--- src/core/sarcc_regs.svh ---
`ifndef SARCC_REGS_SVH
`define SARCC_REGS_SVH

////////////////////////////////////////////////////////////////////////////////
// register map on the plain port, byte addresses
`define SARCC_ADDR_W 4
`define SARCC_CTRL_OFS 4'h0
`define SARCC_STAT_OFS 4'h4
`define SARCC_CODE_OFS 4'h8
`define SARCC_CTRL_MODE_LSB 0
`define SARCC_CTRL_RST 2'h1
`define SARCC_STAT_BUSY_BIT 0
`define SARCC_STAT_DOWN_BIT 1
`define SARCC_STAT_STALE_BIT 2
`define SARCC_STAT_LOWP_BIT 3
`define SARCC_STAT_MODE_LSB 4
`define SARCC_CODE_STALE_BIT 16

////////////////////////////////////////////////////////////////////////////////
// conversion timing
`define SARCC_BITS 16
`define SARCC_TWOS_FLIP 16'h8000
`define SARCC_CLK_KHZ 50000
`define SARCC_WARP_KSPS 570
`define SARCC_NORM_KSPS 500
`define SARCC_SLOTS 20
`define SARCC_WARP_STEP (`SARCC_CLK_KHZ / `SARCC_WARP_KSPS / `SARCC_SLOTS)
`define SARCC_NORM_STEP (`SARCC_CLK_KHZ / `SARCC_NORM_KSPS / `SARCC_SLOTS)
`define SARCC_GAP_US 1000
`define SARCC_GAP_CYC (`SARCC_GAP_US * `SARCC_CLK_KHZ / 1000)

`endif

--- src/core/sarcc_pkg.sv ---
package sarcc_pkg;

  typedef enum logic [1:0] {
    SARCC_WARP,
    SARCC_NORMAL,
    SARCC_IMPULSE
  } sarcc_mode_t;

  typedef enum logic [2:0] {
    ST_IDLE,
    ST_OPEN,
    ST_STEP,
    ST_LATCH,
    ST_DOWN
  } sarcc_state_t;

  typedef struct packed {
    logic array_ground_switch;
    logic dummy_ground_switch;
    logic inputs_connect;
    logic reference_ground;
  } sarcc_sw_t;

  typedef struct packed {
    logic [15:0] code;
    logic stale;
  } sarcc_result_t;

endpackage

--- src/core/sarcc_ctrl.sv ---
// Behaviour
// RULE1: a falling edge on conversion_start_n ends acquisition and starts a conversion.
// RULE2: at conversion start the ground switches open first, and only then are the arrays tied to reference_ground.
// RULE3: the result is found by successive approximation over 16 halving steps, msb first, down to one lsb.
// RULE4: once the approximation ends the output code is formed and busy drops.
// RULE5: each result belongs to the sample taken at the start of the same conversion, with no pipeline delay.
// RULE6: three modes exist, fastest (up to 570 kSPS), normal (up to 500 kSPS) and low-power.
// RULE7: in fastest mode the host should discard the first result after a gap above 1 ms or after power-up.
// RULE8: normal mode gives full accuracy whatever the gap between conversions.
// RULE9: low-power mode cuts power between conversions so power follows the conversion rate.
// RULE10: coding_select high gives straight binary, low gives twos complement.
// RULE11: codes run 0000..ffff in binary and 8000..7fff in twos complement, which is binary with the msb inverted.
// RULE12: overrange gives the top code and underrange the bottom code of the chosen coding.
// RULE13: busy rises when a conversion starts and stays high until the result is latched.
// RULE14: a high reset restarts the block and aborts any conversion.
// RULE15: power_down lets a running conversion finish, then blocks new ones and saves power.
// RULE16: a start edge while busy is ignored.
//
// Decided for this implementation: the address-and-strobe port and the placing of the registers.
`include "sarcc_regs.svh"
module sarcc_ctrl
  import sarcc_pkg::*;
#(
  parameter int W = `SARCC_BITS,
  parameter int GAP_CYCLES = `SARCC_GAP_CYC
) (
  input wire logic clock_i,
  input wire logic sys_rst_i,
  input wire logic conversion_start_n_i,
  input wire logic coding_select_i,
  input wire logic power_down_i,
  input wire logic comparator_i,
  input wire logic [`SARCC_ADDR_W-1:0] addr_i,
  input wire logic [31:0] wr_data_i,
  input wire logic wr_i,
  input wire logic rd_i,
  output logic [31:0] rd_data_o,
  output logic busy_o,
  output sarcc_sw_t switches_o,
  output logic [W-1:0] dac_trial_o,
  output sarcc_result_t result_o,
  output logic result_valid_o,
  output logic low_power_o
);

  localparam int GAP_W = $clog2(GAP_CYCLES + 1);
  localparam int WARP_BUSY = 2 + W * `SARCC_WARP_STEP;
  localparam int NORM_BUSY = 2 + W * `SARCC_NORM_STEP;
  localparam sarcc_sw_t SW_ACQ = '{1'b1, 1'b1, 1'b1, 1'b0};

  function automatic logic [7:0] step_len(input logic [1:0] m);
    // fastest mode trims each step; a reserved code falls back to normal timing [RULE6]
    step_len = (m == SARCC_WARP) ? 8'(`SARCC_WARP_STEP) : 8'(`SARCC_NORM_STEP);
  endfunction

  function automatic logic [W-1:0] form_code(input logic [W-1:0] raw, input logic binary);
    // twos complement is the binary code with the msb turned over [RULE10] [RULE11]
    form_code = binary ? raw : (raw ^ W'(`SARCC_TWOS_FLIP));
  endfunction

  ////////////////////////////////////////////////////////////////////////////////
  // pin synchronisers: only the second stage feeds logic, except the start pin, whose edge detect also uses a third stage
  logic [2:0] cnv_s_q;
  logic [1:0] sel_s_q, pd_s_q, cmp_s_q;
  logic start_fall;

  always_ff @(posedge clock_i or posedge sys_rst_i) begin
    if (sys_rst_i) begin
      cnv_s_q <= 3'h7;
      sel_s_q <= 2'h3;
      pd_s_q <= 2'h0;
      cmp_s_q <= 2'h0;
    end else begin
      cnv_s_q <= {cnv_s_q[1:0], conversion_start_n_i};
      sel_s_q <= {sel_s_q[0], coding_select_i};
      pd_s_q <= {pd_s_q[0], power_down_i};
      cmp_s_q <= {cmp_s_q[0], comparator_i};
    end
  end

  assign start_fall = cnv_s_q[2] & ~cnv_s_q[1]; // [RULE1]

  ////////////////////////////////////////////////////////////////////////////////
  // conversion sequencer
  sarcc_state_t state_q, state_d;
  logic [7:0] cnt_q, cnt_d;
  logic busy_d, vld_d, lowp_d;
  sarcc_sw_t sw_d;
  sarcc_result_t res_d;
  logic [1:0] mode_q, mode_d, conv_mode_q, conv_mode_d;
  logic [GAP_W-1:0] gap_q, gap_d;
  logic seen_q, seen_d, stale_q, stale_d;
  logic sar_start, sar_step, sar_last;
  logic [W-1:0] sar_result;

  always_comb begin
    state_d = state_q;
    cnt_d = cnt_q;
    busy_d = busy_o;
    sw_d = switches_o;
    res_d = result_o;
    vld_d = 1'b0;
    conv_mode_d = conv_mode_q;
    seen_d = seen_q;
    stale_d = stale_q;
    sar_start = 1'b0;
    sar_step = 1'b0;
    // cycles since the previous start, busy or idle, saturating at the gap limit
    gap_d = (gap_q == GAP_W'(GAP_CYCLES)) ? gap_q : gap_q + GAP_W'(1);
    unique case (state_q)
      ST_IDLE: begin
        // power_down is only honoured here, so a running conversion always ends [RULE15]
        if (pd_s_q[1]) begin
          state_d = ST_DOWN;
        end else if (start_fall) begin // [RULE1] [RULE16]
          busy_d = 1'b1; // [RULE13]
          sw_d.array_ground_switch = 1'b0; // [RULE2]
          sw_d.dummy_ground_switch = 1'b0;
          conv_mode_d = mode_q;
          // fastest mode loses accuracy after a long gap; flag it so the host can drop it [RULE7]
          stale_d = (mode_q == SARCC_WARP) && (!seen_q || gap_q == GAP_W'(GAP_CYCLES)); // [RULE8]
          seen_d = 1'b1;
          gap_d = '0;
          state_d = ST_OPEN;
        end
      end
      ST_OPEN: begin
        // ground switches were opened a cycle ago; now swap inputs for reference ground [RULE2]
        sw_d.inputs_connect = 1'b0;
        sw_d.reference_ground = 1'b1;
        sar_start = 1'b1; // [RULE3]
        cnt_d = '0;
        state_d = ST_STEP;
      end
      ST_STEP: begin
        // comparator sampled at the end of each step; two sync cycles fit inside it
        if (cnt_q == step_len(conv_mode_q) - 8'h01) begin
          cnt_d = '0;
          sar_step = 1'b1; // [RULE3]
          if (sar_last) begin
            state_d = ST_LATCH;
          end
        end else begin
          cnt_d = cnt_q + 8'h01;
        end
      end
      ST_LATCH: begin
        // code and busy change on the same edge, so busy falling marks valid data [RULE4] [RULE13]
        res_d.code = form_code(sar_result, sel_s_q[1]); // [RULE5] [RULE12]
        res_d.stale = stale_q;
        vld_d = 1'b1;
        busy_d = 1'b0; // [RULE4]
        sw_d = SW_ACQ;
        state_d = ST_IDLE;
      end
      ST_DOWN: begin
        // start edges are not acted on while powered down [RULE15]
        if (!pd_s_q[1]) begin
          state_d = ST_IDLE;
        end
      end
    endcase
    // impulse mode powers down between conversions; the next start wakes it [RULE9]
    lowp_d = (state_d == ST_DOWN) || (state_d == ST_IDLE && mode_q == SARCC_IMPULSE);
  end

  // async reset aborts a conversion and returns the switches to acquisition [RULE14]
  always_ff @(posedge clock_i or posedge sys_rst_i) begin
    if (sys_rst_i) begin
      state_q <= ST_IDLE;
      cnt_q <= '0;
      busy_o <= 1'b0;
      switches_o <= SW_ACQ;
      result_o <= '0;
      result_valid_o <= 1'b0;
      low_power_o <= 1'b0;
      conv_mode_q <= `SARCC_CTRL_RST;
      gap_q <= '0;
      seen_q <= 1'b0;
      stale_q <= 1'b0;
    end else begin
      state_q <= state_d;
      cnt_q <= cnt_d;
      busy_o <= busy_d;
      switches_o <= sw_d;
      result_o <= res_d;
      result_valid_o <= vld_d;
      low_power_o <= lowp_d;
      conv_mode_q <= conv_mode_d;
      gap_q <= gap_d;
      seen_q <= seen_d;
      stale_q <= stale_d;
    end
  end

  sarcc_sar #(
    .W(W)
  ) u_sar (
    .clock_i(clock_i),
    .sys_rst_i(sys_rst_i),
    .start_i(sar_start),
    .step_i(sar_step),
    .keep_i(cmp_s_q[1]),
    .trial_o(dac_trial_o),
    .last_o(sar_last),
    .result_o(sar_result)
  );

  ////////////////////////////////////////////////////////////////////////////////
  // register port: mode is taken at each start, so a write mid-conversion waits
  logic [31:0] rd_d;

  always_comb begin
    mode_d = mode_q;
    rd_d = '0;
    if (wr_i && addr_i == `SARCC_CTRL_OFS) begin
      mode_d = wr_data_i[`SARCC_CTRL_MODE_LSB +: 2]; // [RULE6]
    end
    if (rd_i) begin
      unique case (addr_i)
        `SARCC_CTRL_OFS: rd_d[`SARCC_CTRL_MODE_LSB +: 2] = mode_q;
        `SARCC_STAT_OFS: begin
          rd_d[`SARCC_STAT_BUSY_BIT] = busy_o;
          rd_d[`SARCC_STAT_DOWN_BIT] = (state_q == ST_DOWN);
          rd_d[`SARCC_STAT_STALE_BIT] = result_o.stale;
          rd_d[`SARCC_STAT_LOWP_BIT] = low_power_o;
          rd_d[`SARCC_STAT_MODE_LSB +: 2] = conv_mode_q;
        end
        `SARCC_CODE_OFS: begin
          rd_d[W-1:0] = result_o.code;
          rd_d[`SARCC_CODE_STALE_BIT] = result_o.stale;
        end
        default: rd_d = '0;
      endcase
    end
  end

  always_ff @(posedge clock_i or posedge sys_rst_i) begin
    if (sys_rst_i) begin
      mode_q <= `SARCC_CTRL_RST;
      rd_data_o <= '0;
    end else begin
      mode_q <= mode_d;
      rd_data_o <= rd_d;
    end
  end
endmodule

--- src/core/sarcc_sar.sv ---
module sarcc_sar
  import sarcc_pkg::*;
#(
  parameter int W = 16
) (
  input wire logic clock_i,
  input wire logic sys_rst_i,
  input wire logic start_i,
  input wire logic step_i,
  input wire logic keep_i,
  output logic [W-1:0] trial_o,
  output logic last_o,
  output logic [W-1:0] result_o
);

  logic [W-1:0] mask_q, mask_d;
  logic [W-1:0] trial_d, result_d;

  ////////////////////////////////////////////////////////////////////////////////
  // one-hot mask walks from msb down to lsb, halving the weight each step
  always_comb begin
    mask_d = mask_q;
    trial_d = trial_o;
    result_d = result_o;
    if (start_i) begin
      mask_d = {1'b1, {(W-1){1'b0}}}; // [RULE3]
      trial_d = {1'b1, {(W-1){1'b0}}};
    end else if (step_i) begin
      // comparator low means the trial overshot: drop the bit under test [RULE3]
      trial_d = keep_i ? trial_o : (trial_o & ~mask_q);
      mask_d = mask_q >> 1;
      trial_d = trial_d | mask_d;
      if (mask_q[0]) begin
        result_d = keep_i ? trial_o : (trial_o & ~mask_q);
      end
    end
  end

  always_ff @(posedge clock_i or posedge sys_rst_i) begin
    if (sys_rst_i) begin
      mask_q <= '0;
      trial_o <= '0;
      result_o <= '0;
    end else begin
      mask_q <= mask_d;
      trial_o <= trial_d;
      result_o <= result_d;
    end
  end

  assign last_o = mask_q[0];
endmodule

--- config.mk ---
export PLATFORM = sky130hd
export DESIGN_NAME = sarcc_ctrl
export DESIGN_NICKNAME = d
export VERILOG_FILES = /design/src/core/sarcc_pkg.sv /design/src/core/sarcc_ctrl.sv /design/src/core/sarcc_sar.sv
export VERILOG_INCLUDE_DIRS = /design/src /design/src/core
export SDC_FILE = /design/constraint.sdc
export NUM_CORES = 1
export LEC_CHECK = 0
export BUFFER_PORTS_ARGS = -buffer_cell sky130_fd_sc_hd__clkbuf_2
export CAP_MARGIN = 10
export CELL_PAD_IN_SITES_DETAIL_PLACEMENT = 1
export CELL_PAD_IN_SITES_GLOBAL_PLACEMENT = 1
export CORE_UTILIZATION = 47
export CTS_BUF_LIST = sky130_fd_sc_hd__clkbuf_8
export DETAILED_ROUTE_END_ITERATION = 8
export PLACE_DENSITY = 0.92
export SLEW_MARGIN = 5
export SYNTH_ARGS = -nofsm -noshare
export SYNTH_HDL_FRONTEND = slang
export SYNTH_SLANG_ARGS = --single-unit
--- constraint.sdc ---
create_clock -name clock_i -period 8.2 [get_ports clock_i]
set_input_delay 0.41 -clock clock_i [delete_from_list [all_inputs] [get_ports clock_i]]
set_output_delay 0.41 -clock clock_i [all_outputs]
set_load 0.05 [all_outputs]
==> flow_summary.yaml <==
status:
  status: "finished clean"
worst_hold_path:
  hold_class: "in2reg"
  hold_path_depth: 1
critical_path:
  start_kind: "register"
  ff2ff_path_depth: 5
  critPathRequiredTime_ns: 8.50
  crit_fanout: 33
  path_class: "reg2reg"
  arrival_ns: 2.81
  endpoint_kind: "register"
yosys:
  postSynth.asyncResetShare: 1.000
  syn_inst: 477
  synth_edf_count: 0
  synth_top_area_share: 0.5673
  yosysMostFrequentCell: "dfrtp_1"
  seq_area_frac_synth: 0.6116
  syn_area_per_cell_sq_um: 11.19
  ys.flop_type: "dfrtp_1"
  ys_warn_count: 0
  synthesis.area_sq_mm: 0.005338
  synthTopCellsByCount: "121 x dfrtp_1, 45 x o21ai_0, 36 x nand2_1"
  synth_area_leaders: "dfrtp_1 57%, dfstp_2 4.4%, mux2_2 4.2%"
  synth_area_leader_cell: "dfrtp_1"
  ys_ff_latch: 130
  synth.distinct_cells: 47
timing:
  drv_slew: 0
  finalHoldViolCount: 0
  rsz0062_at_grt: "false"
  max_slew_margin: 0.3856
  skew_ns: 0.01232
  fin_crit_sh: 0.3063
  fmax_mhz: 398.2
  setup_violations: 0
  setup-tns-final_ns: 0
  layout_min_cycle_time_ns: 2.512
  tightest_slew_ns: 0.9216
global_route:
  grtUsageTotal: 0.2534
  antenna_found_initial: 0
  grt_max_degree: 76
  grt-ovfl-total: 0
  grt_pass1_vias: 4231
  grt_first_pass_wirelength_mm: 21.93
cts:
  cts_setup_buffers: 0
  cts_buffers: 17
  cts_tree: "yes"
  cts_hold_buf: 0
  cts.clk_slew.worst_paths_ns: 0.08
  htreeDepth: 4
  clock_sinks: 130
  clk_latency_ns: 0.46
  clock_path_buffers: 2
  cts_root_buf: "clkbuf_8"
  cts-resized-gates: 0
die:
  fp-row-count: 38
  core_area_sq_mm: 0.01094
  die-area_sq_mm: 0.01179
  die_w_um: 108.6
  ios: 116
  fp.dieH_um: 108.6
  start_util: 0.4881
routing:
  wl_met1_mm: 5.644
  routed_wirelength_mm: 13.72
  postRouteAntennaNets: 0
  met2_length_mm: 7.068
  highest_layer: "met4"
  route.met3.wl_um: 633
  drtIter0Drc: 236
  num_vias: 3856
  routed_via_density: 5.477
  wire_per_inst_um: 19.49
  drc: 0
  firstDrtPassIters: 4
power_and_ir_drop:
  ir_drop_mv: 0.1369
  powerDensity_mw_per_mm2: 243.6
  p_leak_nw: 3.058
cells_and_area:
  antenna_cells: 0
  fin_util: 0.5584
  area_growth_pct: 14.39
  drive_above_1_share: 0.2518
  fin_nets: 598
job:
  max_cap_violations: 0
placed_design:
  portBuffers: 70
  dp.final_hpwl_mm: 9.340
  gp_congestion: 0.8136
power breakdown:
group	internal, mW	switching [mW]
Combinational	0.0678	0.168
Clock	0.232	0.263
Sequential	0.696	0.0599
sequential cells by signal (all words and copies together), names as in the netlist, 2 cells and up:
signal          count
state_q             3
u_sar.trial_o      16
cnt_q               8
cnv_s_q             3
cmp_s_q             2
u_sar.result_o     16
rd_data_o          17
u_sar.mask_q       16
pd_s_q              2
switches_o          3
gap_q              16
mode_q              2
conv_mode_q         2
result_o           17
sel_s_q             2
path summary, 6_finish.rpt:
| kind | startpoint | to | slack, ns |
|---|---|---|---|
| setup / recovery | cnt_q[3] | u_sar.mask_q[4] | 5.69 |
| hold / removal | coding_select_i | sel_s_q[0] | 0.03 |
| setup reg to reg | cnt_q[3] | u_sar.mask_q[4] | 5.69 |
| hold reg to reg | cnv_s_q[0] | cnv_s_q[1] | 0.35 |
| max in group asynchronous | sys_rst_i | u_sar.result_o[1] | 6.77 |
| min in group asynchronous | sys_rst_i | rd_data_o[9] | 0.04 |
layout by cell type (no fill, tap or decap), types with 4 or more instances in the layout:
cell,n
nor2b_1,5
conb_1,15
inv_1,25
a22oi_1,4
a21oi_1,24
clkbuf_8,20
clkinv_2,5
nand4_1,8
and2_1,13
dfstp_2,9
nor2_1,35
o21ai_0,45
nand3_1,7
xnor2_1,6
clkbuf_2,70
or3_1,6
a21o_1,18
xor2_1,9
dfrtp_1,121
nand2b_1,4
and3_1,5
mux2_2,20
o22ai_1,15
nand2_1,36
critical path: stages (launching register included):
cell and delay, ns:
dfrtp_1 0.44, or4_4 0.58, nor2_4 0.17, nand3_4 0.31
nand2_1 0.64, o22ai_1 0.21
cell type report:
type / count / area (sq um)
clock buffer: 20 / 275.3
clock inverter: 12 / 82.58
fill: 1205 / 4830
inverter: 26 / 100.1
multi-input combinational: 303 / 1836
sequential: 130 / 3264
tap: 140 / 175.2
timing repair buffer: 73 / 372.9
per-stage QoR:
step / std cells / area [sq um] / hold slack (ns) / power (mW) / setup WS [ns]
after floorplan: 491 / 5390 / 0.3312 / 0.9316 / 4.336
after global placement: 672 / 5748 / 0.3355 / 0.9713 / 5.877
after detailed placement: 672 / 5748 / 0.3362 / 0.9981 / 5.743
after CTS: 704 / 6106 / 0.01686 / 1.493 / 5.708
after global routing: 704 / 6106 / 0.01045 / 1.546 / 5.543
final: 704 / 6106 / 0.03206 / 1.487 / 5.688
routing by layer:
metal  up-vias  track usage
li1       1750            -
met1      1962       0.2966
met2       110       0.4317
met3        34      0.07052
met4         0       0.1149
met5         -            0
cell families (layout without fill, tap and decap cells):
logic type	after synthesis	after routing	share of synthesized area
buffers and inverters	58	131	0.05532
xor gates and xnor gates	15	15	0.02461
muxes	22	22	0.04595
adders and majority gates	3	3	0.007033
and+or+nand+nor	134	134	0.1275
DFF	130	130	0.6116
other	1	15	0.0007026
AOI/OAI and AO/OA	114	114	0.1273
Power figures use the tool's default switching activity.
